**src/hdl/clock_gen_pkg.sv**
```systemverilog
package clock_gen_pkg;

  // APB byte address width; the highest register index times four needs 18 bits.
  localparam int APB_AW = 18;

  // Register indices as printed; the byte address is four times the index.
  localparam logic [15:0] IDX_STANDBY_CONTROL     = 16'hff38;
  localparam logic [15:0] IDX_SYSTEM_CLOCK_CTRL   = 16'hff3a;
  localparam logic [15:0] IDX_MODULE_STOP_HIGH    = 16'hff3c;
  localparam logic [15:0] IDX_MODULE_STOP_LOW     = 16'hff3d;
  localparam logic [APB_AW-1:0] ADDR_STANDBY_CONTROL   = {IDX_STANDBY_CONTROL, 2'b00};
  localparam logic [APB_AW-1:0] ADDR_SYSTEM_CLOCK_CTRL = {IDX_SYSTEM_CLOCK_CTRL, 2'b00};
  localparam logic [APB_AW-1:0] ADDR_MODULE_STOP_HIGH  = {IDX_MODULE_STOP_HIGH, 2'b00};
  localparam logic [APB_AW-1:0] ADDR_MODULE_STOP_LOW   = {IDX_MODULE_STOP_LOW, 2'b00};

  // Reset values of the four registers.
  localparam logic [7:0] RST_STANDBY_CONTROL   = 8'h08;
  localparam logic [7:0] RST_SYSTEM_CLOCK_CTRL = 8'h00;
  localparam logic [7:0] RST_MODULE_STOP_HIGH  = 8'h3f;
  localparam logic [7:0] RST_MODULE_STOP_LOW   = 8'hff;

  // Standby control field positions.
  localparam int STANDBY_SELECT_BIT = 7;
  localparam int STANDBY_TIMER_LSB  = 4;
  localparam int OUTPUT_PORT_EN_BIT = 3;
  localparam int STANDBY_RSV0_BIT   = 0;
  // System clock control field positions.
  localparam int CLOCK_OUTPUT_DISABLE_BIT = 7;
  localparam int CLOCK_CTRL_RSV6_BIT      = 6;
  localparam int BUS_MASTER_SEL_LSB       = 0;

  // Bus master clock select codes.
  localparam logic [2:0] SEL_HIGH_SPEED = 3'h0;
  localparam logic [2:0] SEL_LAST_DIV   = 3'h5;
  // Standby timer select code meaning the short wait, and the reserved code.
  localparam logic [2:0] STS_SHORT    = 3'h7;
  localparam logic [2:0] STS_RESERVED = 3'h6;
  localparam int         STANDBY_SHORT_STATES = 16;
  localparam int         STANDBY_BASE_STATES  = 8192;

  // Clock rate and the duty correction threshold.
  localparam int SYS_CLK_MHZ      = 40;
  localparam int DUTY_ADJ_MIN_MHZ = 5;
  localparam bit DUTY_ADJ_NEEDED  = (SYS_CLK_MHZ >= DUTY_ADJ_MIN_MHZ);

  // Number of medium-speed clocks.
  localparam int NUM_MED_CLKS = 5;

  // Operating state of the power controller.
  typedef enum logic [2:0] {
    MODE_RUN,
    MODE_SLEEP,
    MODE_SW_STANDBY,
    MODE_WAKE_WAIT,
    MODE_HW_STANDBY
  } mode_t;

endpackage

```
**src/hdl/med_speed_divider.sv**
```systemverilog
`timescale 1ns/1ps
// Free counter that turns the system clock into one-cycle enables at /2, /4 ... /2**N.
module med_speed_divider #(
  parameter int N = 5
) (
  input  wire logic         i_clk,   // System clock.
  input  wire logic         i_rst_n, // Asynchronous reset, active low.
  input  wire logic         i_run,   // Oscillator running; the counter freezes when low.
  output logic [N-1:0]      o_tick   // One-cycle enables, bit k at rate /2**(k+1).
);

  // All state of the divider.
  typedef struct packed {
    logic [N-1:0] cnt;
    logic [N-1:0] tick;
  } div_state_t;

  div_state_t s_q;  // Registered state.
  div_state_t s_d;  // Next state.

  // A tick fires when the low k+1 bits wrap, so every rate stays phase aligned.
  // A running AND of the low bits avoids a part-select whose bound moves with the loop.
  always_comb begin
    logic ones;
    ones = 1'b1;
    s_d = s_q;
    s_d.tick = '0;
    if (i_run) begin
      s_d.cnt = s_q.cnt + {{(N-1){1'b0}}, 1'b1};
      for (int k = 0; k < N; k++) begin
        ones = ones & s_q.cnt[k];
        s_d.tick[k] = ones;
      end
    end
  end

  // State register.
  always_ff @(posedge i_clk or negedge i_rst_n) begin
    if (!i_rst_n) begin
      s_q <= '0;
    end else begin
      s_q <= s_d;
    end
  end

  assign o_tick = s_q.tick;

endmodule

```
**src/hdl/clock_gen_power_down_ctrl.sv**
```systemverilog
`timescale 1ns/1ps
module clock_gen_power_down_ctrl
  import clock_gen_pkg::*;
#(
  parameter int          WAKE_BASE_STATES = STANDBY_BASE_STATES, // Crystal wait in states for timer select code 0.
  parameter int          SERIAL_STOP_BIT  = 5,                   // Module stop bit of the serial interface.
  parameter int          ADC_STOP_BIT     = 9,                   // Module stop bit of the converter.
  parameter logic [15:0] BUS_MASTER_MASK  = 16'hc000             // Module stop bits that are bus masters.
) (
  input  wire logic              I_SYS_CLK,         // System clock, 40 MHz.
  input  wire logic              I_RST_N,           // Asynchronous reset, active low.
  input  wire logic              I_PSEL,            // APB select.
  input  wire logic              I_PENABLE,         // APB access phase.
  input  wire logic              I_PWRITE,          // APB direction, high for write.
  input  wire logic [APB_AW-1:0] I_PADDR,           // APB byte address.
  input  wire logic [31:0]       I_PWDATA,          // APB write data.
  input  wire logic [3:0]        I_PSTRB,           // APB write strobes; lane 0 carries the register.
  output logic                   O_PREADY,          // APB ready.
  output logic [31:0]            O_PRDATA,          // APB read data.
  output logic                   O_PSLVERR,         // APB error for an unmapped address.
  input  wire logic              I_SLEEP_EXEC,      // Pulse: the CPU executed the sleep instruction.
  input  wire logic              I_IRQ,             // Pulse: any interrupt request.
  input  wire logic              I_EXT_IRQ,         // Pulse: external interrupt request.
  input  wire logic              I_BUS_BUSY,        // Level: a bus cycle is in progress.
  input  wire logic              I_HW_STANDBY_N,    // Hardware standby pin, active low.
  output logic                   O_OSC_RUN,         // Oscillator enable.
  output logic                   O_DUTY_ADJ_EN,     // Duty correction stage in the clock path.
  output logic [4:0]             O_MED_CLK_EN,      // Medium-speed enables, /2 to /32.
  output logic                   O_CPU_CLK_EN,      // CPU clock enable.
  output logic                   O_MASTER_CLK_EN,   // Bus master clock enable.
  output logic [15:0]            O_MODULE_CLK_EN,   // Per-module clock enables.
  output logic                   O_SERIAL_RESET,    // Reset to the serial interface.
  output logic                   O_ADC_RESET,       // Reset to the converter.
  output logic                   O_PERIPH_RESET,    // Reset to all peripherals.
  output logic                   O_CPU_REGS_LOST,   // CPU register contents undefined.
  output logic                   O_IO_HIZ,          // All I/O ports float.
  output logic                   O_ADDR_BUS_HIZ,    // Address bus and bus controls float.
  output logic                   O_CLK_OUT,         // System clock output pin level.
  output logic                   O_CLK_OUT_OE       // System clock output pin drive enable.
);

  // All state of the block.
  typedef struct packed {
    mode_t       mode;       // Power state.
    logic        standby_select_bit;       // Standby select bit.
    logic [2:0]  sts;        // Standby timer select.
    logic        ope;        // Output port enable in standby.
    logic        sby_rsv0;   // Read/write reserved bit 0.
    logic        clock_output_disable;      // Clock output disable.
    logic        sck_rsv6;   // Read/write reserved bit 6.
    logic [2:0]  sel;        // Bus master clock select as written.
    logic [2:0]  sel_act;    // Bus master clock select in force.
    logic [15:0] mstp;       // Module stop bits.
    logic [18:0] wake_cnt;   // Oscillator settling countdown.
    logic        phi;        // Level that the clock pin shows.
    logic        cpu_en;
    logic        master_en;
    logic [4:0]  med_en;
    logic [15:0] mod_en;
    logic        osc_run;
    logic        duty_adj;
    logic        ser_rst;
    logic        adc_rst;
    logic        per_rst;
    logic        regs_lost;
    logic        io_hiz;
    logic        addr_hiz;
    logic        clk_oe;
    logic        pready;
    logic [31:0] prdata;
    logic        pslverr;
  } state_t;

  state_t               s_q;       // Registered state.
  state_t               s_d;       // Next state.
  logic [NUM_MED_CLKS-1:0] med_tick;  // Divider enables.
  logic                 div_run;   // Divider runs while the oscillator does.

  // Picks the enable for a select code; unused codes fall back to full speed.
  function automatic logic sel_enable(input logic [2:0] sel, input logic [NUM_MED_CLKS-1:0] tick);
    logic en;
    en = 1'b1;
    if (sel != SEL_HIGH_SPEED && sel <= SEL_LAST_DIV) begin
      en = tick[sel - 3'h1];
    end
    return en;
  endfunction

  // Number of states to wait for the oscillator after an external wake.
  function automatic logic [18:0] wake_states(input logic [2:0] sts);
    logic [18:0] n;
    n = 19'(WAKE_BASE_STATES);
    if (sts == STS_SHORT) begin
      n = 19'(STANDBY_SHORT_STATES);
    end else if (sts == STS_RESERVED) begin
      n = 19'(WAKE_BASE_STATES) << SEL_LAST_DIV;
    end else begin
      n = 19'(WAKE_BASE_STATES) << sts;
    end
    return n;
  endfunction

  // Rebuilds the power-on register values; used at reset and in hardware standby.
  function automatic state_t reg_defaults(input state_t s);
    state_t r;
    r          = s;
    r.standby_select_bit     = RST_STANDBY_CONTROL[STANDBY_SELECT_BIT];
    r.sts      = RST_STANDBY_CONTROL[STANDBY_TIMER_LSB +: 3];
    r.ope      = RST_STANDBY_CONTROL[OUTPUT_PORT_EN_BIT];
    r.sby_rsv0 = RST_STANDBY_CONTROL[STANDBY_RSV0_BIT];
    r.clock_output_disable    = RST_SYSTEM_CLOCK_CTRL[CLOCK_OUTPUT_DISABLE_BIT];
    r.sck_rsv6 = RST_SYSTEM_CLOCK_CTRL[CLOCK_CTRL_RSV6_BIT];
    r.sel      = RST_SYSTEM_CLOCK_CTRL[BUS_MASTER_SEL_LSB +: 3];
    r.sel_act  = RST_SYSTEM_CLOCK_CTRL[BUS_MASTER_SEL_LSB +: 3];
    r.mstp     = {RST_MODULE_STOP_HIGH, RST_MODULE_STOP_LOW};
    return r;
  endfunction

  // Reset image of the whole state; the CPU and master enables begin high, module and medium enables low.
  function automatic state_t state_reset();
    state_t r;
    r          = '0;
    r          = reg_defaults(r);
    r.mode     = MODE_RUN;
    r.cpu_en   = 1'b1;
    r.master_en = 1'b1;
    r.osc_run  = 1'b1;
    r.duty_adj = DUTY_ADJ_NEEDED;
    r.clk_oe   = 1'b1;
    r.ser_rst  = 1'b1;
    r.adc_rst  = 1'b1;
    r.per_rst  = 1'b1;
    return r;
  endfunction

  assign div_run = s_q.osc_run;

  med_speed_divider #(
    .N(NUM_MED_CLKS)
  ) u_divider (
    .i_clk  (I_SYS_CLK),
    .i_rst_n(I_RST_N),
    .i_run  (div_run),
    .o_tick (med_tick)
  );

  // Next-state logic: bus slave, mode sequencing and registered outputs.
  always_comb begin
    logic        acc_setup;
    logic        acc_write;
    logic        mapped;
    logic [7:0]  rd_byte;
    logic        halted;
    logic        standby;
    logic        bus_clk;
    acc_setup = I_PSEL && !I_PENABLE;
    acc_write = I_PSEL && I_PENABLE && s_q.pready && I_PWRITE && I_PSTRB[0];
    mapped    = 1'b1;
    rd_byte   = 8'h00;
    halted    = 1'b0;
    standby   = 1'b0;
    bus_clk   = 1'b0;
    s_d       = s_q;

    // Ready rises in the cycle after setup, so every access has exactly one wait-free access cycle.
    s_d.pready  = acc_setup;
    s_d.pslverr = 1'b0;
    if (acc_setup) begin
      // Reserved bits 5 to 3 of clock control and 2 to 1 of standby control read as zero.
      case (I_PADDR)
        ADDR_STANDBY_CONTROL:   rd_byte = {s_q.standby_select_bit, s_q.sts, s_q.ope, 2'b00, s_q.sby_rsv0};
        ADDR_SYSTEM_CLOCK_CTRL: rd_byte = {s_q.clock_output_disable, s_q.sck_rsv6, 3'b000, s_q.sel};
        ADDR_MODULE_STOP_HIGH:  rd_byte = s_q.mstp[15:8];
        ADDR_MODULE_STOP_LOW:   rd_byte = s_q.mstp[7:0];
        default:                mapped = 1'b0;
      endcase
      s_d.prdata  = {24'h000000, rd_byte};
      s_d.pslverr = !mapped;
    end

    if (acc_write) begin
      case (I_PADDR)
        ADDR_STANDBY_CONTROL: begin
          s_d.standby_select_bit     = I_PWDATA[STANDBY_SELECT_BIT];
          s_d.sts      = I_PWDATA[STANDBY_TIMER_LSB +: 3];
          s_d.ope      = I_PWDATA[OUTPUT_PORT_EN_BIT];
          s_d.sby_rsv0 = I_PWDATA[STANDBY_RSV0_BIT];
        end
        ADDR_SYSTEM_CLOCK_CTRL: begin
          s_d.clock_output_disable    = I_PWDATA[CLOCK_OUTPUT_DISABLE_BIT];
          s_d.sck_rsv6 = I_PWDATA[CLOCK_CTRL_RSV6_BIT];
          s_d.sel      = I_PWDATA[BUS_MASTER_SEL_LSB +: 3];
        end
        ADDR_MODULE_STOP_HIGH: s_d.mstp[15:8] = I_PWDATA[7:0];
        ADDR_MODULE_STOP_LOW:  s_d.mstp[7:0]  = I_PWDATA[7:0];
        default: begin
          // Unmapped writes change nothing; the error flag reports them.
        end
      endcase
    end

    // switch after bus cycle
    // The written select takes hold only in a cycle with no bus cycle open, so no access is cut in two.
    if (!I_BUS_BUSY) begin
      s_d.sel_act = s_q.sel;
    end

    // Power state sequencing.
    case (s_q.mode)
      MODE_RUN: begin
        if (I_SLEEP_EXEC) begin
          s_d.mode = s_q.standby_select_bit ? MODE_SW_STANDBY : MODE_SLEEP;
        end
      end
      MODE_SLEEP: begin
        // Any interrupt wakes the CPU from sleep.
        if (I_IRQ || I_EXT_IRQ) begin
          s_d.mode = MODE_RUN;
        end
      end
      MODE_SW_STANDBY: begin
        // only external interrupt
        // The select bit stays set after the wake; software clears it itself.
        if (I_EXT_IRQ) begin
          s_d.mode     = MODE_WAKE_WAIT;
          s_d.wake_cnt = wake_states(s_q.sts);
        end
      end
      MODE_WAKE_WAIT: begin
        // The oscillator runs again but nothing is clocked until it has settled.
        if (s_q.wake_cnt <= 19'h00001) begin
          s_d.mode     = MODE_RUN;
          s_d.wake_cnt = '0;
        end else begin
          s_d.wake_cnt = s_q.wake_cnt - 19'h00001;
        end
      end
      MODE_HW_STANDBY: begin
        // Leaving the pin state restarts in high-speed mode like a reset.
        if (I_HW_STANDBY_N) begin
          s_d.mode = MODE_RUN;
        end
      end
      default: s_d.mode = MODE_RUN;
    endcase

    // hardware standby pin
    // The pin wins over everything and brings the registers back to their reset values.
    if (!I_HW_STANDBY_N) begin
      s_d      = reg_defaults(s_d);
      s_d.mode = MODE_HW_STANDBY;
    end

    standby = (s_d.mode == MODE_SW_STANDBY) || (s_d.mode == MODE_HW_STANDBY);
    halted  = standby || (s_d.mode == MODE_WAKE_WAIT);
    s_d.osc_run = !standby;

    s_d.duty_adj = DUTY_ADJ_NEEDED && !standby;

    s_d.med_en = halted ? '0 : med_tick;

    bus_clk = !halted && sel_enable(s_q.sel_act, med_tick);

    // high speed after reset
    // With the reset select of zero the masters and CPU see every system clock edge.
    s_d.master_en = bus_clk;

    s_d.cpu_en = bus_clk && (s_d.mode == MODE_RUN);

    // per-module stop
    // Other bus masters follow the medium clock; plain peripherals stay at full speed.
    for (int i = 0; i < 16; i++) begin
      s_d.mod_en[i] = !halted && !s_d.mstp[i] && (BUS_MASTER_MASK[i] ? bus_clk : 1'b1);
    end

    // reset serial and converter
    // Held for as long as the module is stopped or the chip is in standby.
    s_d.ser_rst = s_d.mstp[SERIAL_STOP_BIT] || standby;
    s_d.adc_rst = s_d.mstp[ADC_STOP_BIT] || standby;
    s_d.per_rst = (s_d.mode == MODE_HW_STANDBY);

    s_d.regs_lost = (s_d.mode == MODE_HW_STANDBY);
    s_d.io_hiz    = (s_d.mode == MODE_HW_STANDBY);
    // In software standby the address bus floats unless the port enable bit keeps it driven.
    s_d.addr_hiz  = (s_d.mode == MODE_HW_STANDBY) || ((s_d.mode == MODE_SW_STANDBY) && !s_d.ope);

    // external clock held high
    // The pin is forced high across standby, matching what an inverted external drive must hold.
    // clock pin control
    // The pin copy toggles at half rate because one clock domain cannot emit its own waveform.
    if (standby || s_d.clock_output_disable) begin
      s_d.phi = 1'b1;
    end else begin
      s_d.phi = !s_q.phi;
    end
    s_d.clk_oe = (s_d.mode != MODE_HW_STANDBY);
  end

  // State register.
  always_ff @(posedge I_SYS_CLK or negedge I_RST_N) begin
    if (!I_RST_N) begin
      s_q <= state_reset();
    end else begin
      s_q <= s_d;
    end
  end

  // Outputs come straight from the state register.
  assign O_PREADY        = s_q.pready;
  assign O_PRDATA        = s_q.prdata;
  assign O_PSLVERR       = s_q.pslverr;
  assign O_OSC_RUN       = s_q.osc_run;
  assign O_DUTY_ADJ_EN   = s_q.duty_adj;
  assign O_MED_CLK_EN    = s_q.med_en;
  assign O_CPU_CLK_EN    = s_q.cpu_en;
  assign O_MASTER_CLK_EN = s_q.master_en;
  assign O_MODULE_CLK_EN = s_q.mod_en;
  assign O_SERIAL_RESET  = s_q.ser_rst;
  assign O_ADC_RESET     = s_q.adc_rst;
  assign O_PERIPH_RESET  = s_q.per_rst;
  assign O_CPU_REGS_LOST = s_q.regs_lost;
  assign O_IO_HIZ        = s_q.io_hiz;
  assign O_ADDR_BUS_HIZ  = s_q.addr_hiz;
  assign O_CLK_OUT       = s_q.phi;
  assign O_CLK_OUT_OE    = s_q.clk_oe;

endmodule

```
**config.mk**
```make
export PLATFORM = sky130hd
export DESIGN_NAME = clock_gen_power_down_ctrl
export DESIGN_NICKNAME = d
export VERILOG_FILES = /design/src/hdl/clock_gen_pkg.sv /design/src/hdl/med_speed_divider.sv /design/src/hdl/clock_gen_power_down_ctrl.sv
export SDC_FILE = /design/constraint.sdc
export NUM_CORES = 1
export LEC_CHECK = 0
export BUFFER_PORTS_ARGS = -buffer_cell sky130_fd_sc_hd__buf_2
export CAP_MARGIN = 30
export CORE_UTILIZATION = 48
export DETAILED_ROUTE_END_ITERATION = 7
export PLACE_DENSITY = 0.84
export SYNTH_ARGS = -nofsm -noshare
export SYNTH_HDL_FRONTEND = slang
export SYNTH_SLANG_ARGS = --single-unit
```
**constraint.sdc**
```tcl
create_clock -name I_SYS_CLK -period 2 [get_ports I_SYS_CLK]
set_input_delay 0.2 -clock I_SYS_CLK [delete_from_list [all_inputs] [get_ports I_SYS_CLK]]
set_output_delay 0.2 -clock I_SYS_CLK [all_outputs]
set_load 0.02 [all_outputs]
```
==> impl_results.md <==
* Status: finished with violations
* Failing checks: negative setup slack
* Final #Nets at between 600 and 700
* CTS Sinks at slightly above 100
* DR top layer: met4
* Seq cells post-synth at ~100
* Post-route DRC at 0
* PwrDens at between 600 and 700 nW/um2
* Final Setup Violations at 5
* Cell family with most CP delay: compound AO/OA/AOI/OAI gates
* CTS Root Cell: clkbuf_8
* Synth Area in Adders at 0.0167
* Unrepaired setup endpoints after global routing: true
* Synth Instances at 494
* Clock Skews at around 0.013 ns
* Min cycle time layout at between 2 and 2.5 ns
* Num CTS Buffers at 9
* Main combinational cell family by area after synthesis: simple AND/OR/NAND/NOR gates
* Post-synthesis simple-gate area fraction at 0.185
* Clock buffer depth at 2
* Clk network pwr share at 0.336
* Peak supply drop at roughly 0.00035 V
* Commonest non-fill, non-tap cell in the layout: dfrtp_1
* Worst-path maximum fanout at 3
* Critical path cell sequence: inv_2 -> ha_4 -> mux4_2 -> mux2_2 -> o32a_1 -> o211ai_1 -> o21ba_2
* Internal Power at ~2.9 mW
* Layout cells sized above 1 at 0.344
* Multi-input gate area at between 2000 and 2500 um2
* Wire per inst at 15.5 um
* Fin. max-slew vios at 0
* Vias in the first global route at between 3,000 and 4,000
* Post-route setup TNS at -0.185 ns
* Clock tree from TritonCTS: yes
* Die area at around 11,000 um2
* Bufs and invs on worst path at 1
* Antenna diodes at 0
* H-tree levels at 3
* Remaining Overflow, GRT at 0
* Drt pass-1 iters at 4
* IO Count at roughly 130
* Hold WC Path Type: in2reg
* GRT Util Overall at 0.208
* Post-synth top flop: dfrtp_1
* Synth top area share at 0.387
* Placed cell count at just over 700
* Compound-Gate Fraction of Synth Area at 0.0967
* Final RePlAce weighted congestion at around 0.9
* Startpoint Class: flip-flop
* Worst-Skew Late Latency at 0.38 ns
* Pre-CTS setup slack at -0.0581 ns
* Routed Antenna Nets at 0
* Sequential-to-total area share from yosys stat at 0.497
* Starting density of the core at 0.501
* Crit-path slowest cell: dfrtp_1
* DRT Wirelength at between 10,000 and 15,000 um
* XOR/XNOR Fraction of Synth Area at 0.00668
* Die W at around 110 um
* First-pass GRT wire length at roughly 18,000 um
* WL met3 at roughly 640 um
* CP Class: reg2reg
* Cell taking the most area after synthesis: dfrtp_1
* M1 WL at roughly 4900 um
* Chip height at 107 um
* Non-filler cells, final at between 700 and 800
* Ys Warns at 0
* Avg Cell Area, Syn at roughly 11 um2
* Rel. slew slack at 0.639
* Crit path DAT at 2.33 ns
* Antenna violations before repair at 0
* EDFF count, synth at 0
* Area growth syn-to-layout at 17.4%
* Worst-margin pin slew at 0.534 ns
* Required @ worst endpoint at 2.28 ns
* Seq pwr share at 0.565
* Most frequent cells in the layout: dfrtp_1, buf_2, buf_4
* FMAX at around 0.5 GHz
* Comb pwr share at 0.099
* Post-synthesis mux area share at 0.0952
* Net Switching at 1.11 mW
* Clock Pin Slew Worst Setup and Hold Paths at between 0.1 and 0.15 ns
* Routed length on met2 at about 5500 um
* Final hold vios at 0
* Max_cap viols at 0
* Register area at approximately 2600 um2
* I/O Buffers at 79
* Ranking of synthesized cells by area: dfrtp_1, dfstp_2, mux2i_1
* Via count at 3,935
* Placeable Area at between 10,000 and 15,000 um2
* Largest net degree at the start of global routing at 42
* Crit path largest cell delay at ~0.40 ns
* Hold slack at between 0.09 and 0.1 ns
* Async S/R FF share, synth at 1.00
* Switching Share at 0.278
* Yosys cell types at 66
* Lkg Pwr at approximately 3.0 nW
* Post-Syn Area at about 5200 um2
* Post-DP HPWL at 8380 um
* Final setup margin at -0.0535 ns
* DR iter-0 viols at 246
* Via density at 5.36
* Filler Cell Count at around 860
* Tcrit/Tclk final at 1.03
* CP Capture Type: flip-flop
* # rows at 37
-- worst register-to-register path, stage by stage, from the launching register on --
cell      delay, ns
dfrtp_1        0.40
inv_2          0.07
ha_4           0.27
mux4_2         0.30
mux2_2         0.28
o32a_1         0.30
o211ai_1       0.14
o21ba_2        0.20
-- power by group through the flow --
stage	combinational, mW	clock, mW	sequential, mW
2_1_floorplan	0.282	0	2.29
3_3_place_gp	0.382	0	2.28
3_5_place_dp	0.397	0	2.29
4_1_cts	0.400	1.37	2.25
5_1_grt	0.439	1.43	2.26
6_report	0.394	1.34	2.25
-- registers in the layout, summed over array words and instances, names as in the netlist --
register and flops:
u_divider.s_q 5, O_CPU_CLK_EN 1, O_ADC_RESET 1, O_MODULE_CLK_EN 16, O_CLK_OUT_OE 1, O_SERIAL_RESET 1
O_MED_CLK_EN 5, O_PERIPH_RESET 1, O_PSLVERR 1, O_PREADY 1, O_MASTER_CLK_EN 1, s_q 52
O_PRDATA 8, O_IO_HIZ 1, O_CLK_OUT 1, O_DUTY_ADJ_EN 1, u_divider.o_tick 5, O_ADDR_BUS_HIZ 1
-- cell type report --
class / instances / area share
sequential: 103 / 0.423
multi-input combinational: 328 / 0.369
timing repair buffer: 135 / 0.136
tap: 136 / 0.0276
clock buffer: 10 / 0.0224
clock inverter: 6 / 0.0118
inverter: 16 / 0.00976
-- stage by stage --
step,util,power [mW],area [um2]
final,0.588,3.98,6150
after global routing,0.588,4.13,6150
after CTS,0.580,4.01,6070
after detailed placement,0.554,2.68,5800
after global placement,0.554,2.66,5800
after floorplan,-,2.57,5330
-- cell families after synthesis --
logic type,count (synthesis)
adders and majority gates,7
muxes,48
xor gates and xnor gates,4
DFF,103
other,1
buffers and inverters,86
and+or+nand+nor,174
AOI/OAI and AO/OA,71
-- worst paths after layout --
path                                  start                   to  slack [ns]  cells after the start
worst max-delay path               s_q[102]  O_MODULE_CLK_EN[15]       -0.05                      7
worst min-delay path            I_PWDATA[3]              s_q[97]        0.09                      3
worst max register to register     s_q[102]  O_MODULE_CLK_EN[15]       -0.05                      7
worst min register to register    O_CLK_OUT            O_CLK_OUT        0.48                      1
max in group asynchronous           I_RST_N          O_ADC_RESET        0.91                      3
min in group asynchronous           I_RST_N   O_MODULE_CLK_EN[2]        0.32                      2
-- metal layers --
metal  up-vias  GRT usage
met5         -          0
li1       1853          -
met4         0      0.106
met2       131      0.346
met1      1925      0.263
met3        26     0.0325
-- repair_timing --
item / in CTS / in global routing
setup buffers: 2 / 4
setup endpoints to repair: 15 / 41
pin swaps: 0 / 4
resized for setup: 6 / 13
hold buffers: 1 / 0
hold endpoints to repair: 29 / 0
-- synthesized netlist by cell type, types with 3 or more instances --
master     n
dfrtp_1   81
buf_4     55
nand2_1   45
mux2i_1   42
nor2_1    30
and2_1    26
dfstp_2   22
o21ai_0   17
inv_1     15
nand3_1   12
a21oi_1    9
clkbuf_1   9
nor3_1     9
nor4_1     8
ha_1       7
buf_2      6
or3_1      6
a31oi_1    5
mux2_2     5
nand4_1    5
o211ai_1   5
o22a_1     5
nand2b_1   4
nor2b_1    4
o32a_1     4
and3_1     3
o311ai_0   3
o31ai_1    3
(Power assumes the default switching activity.)
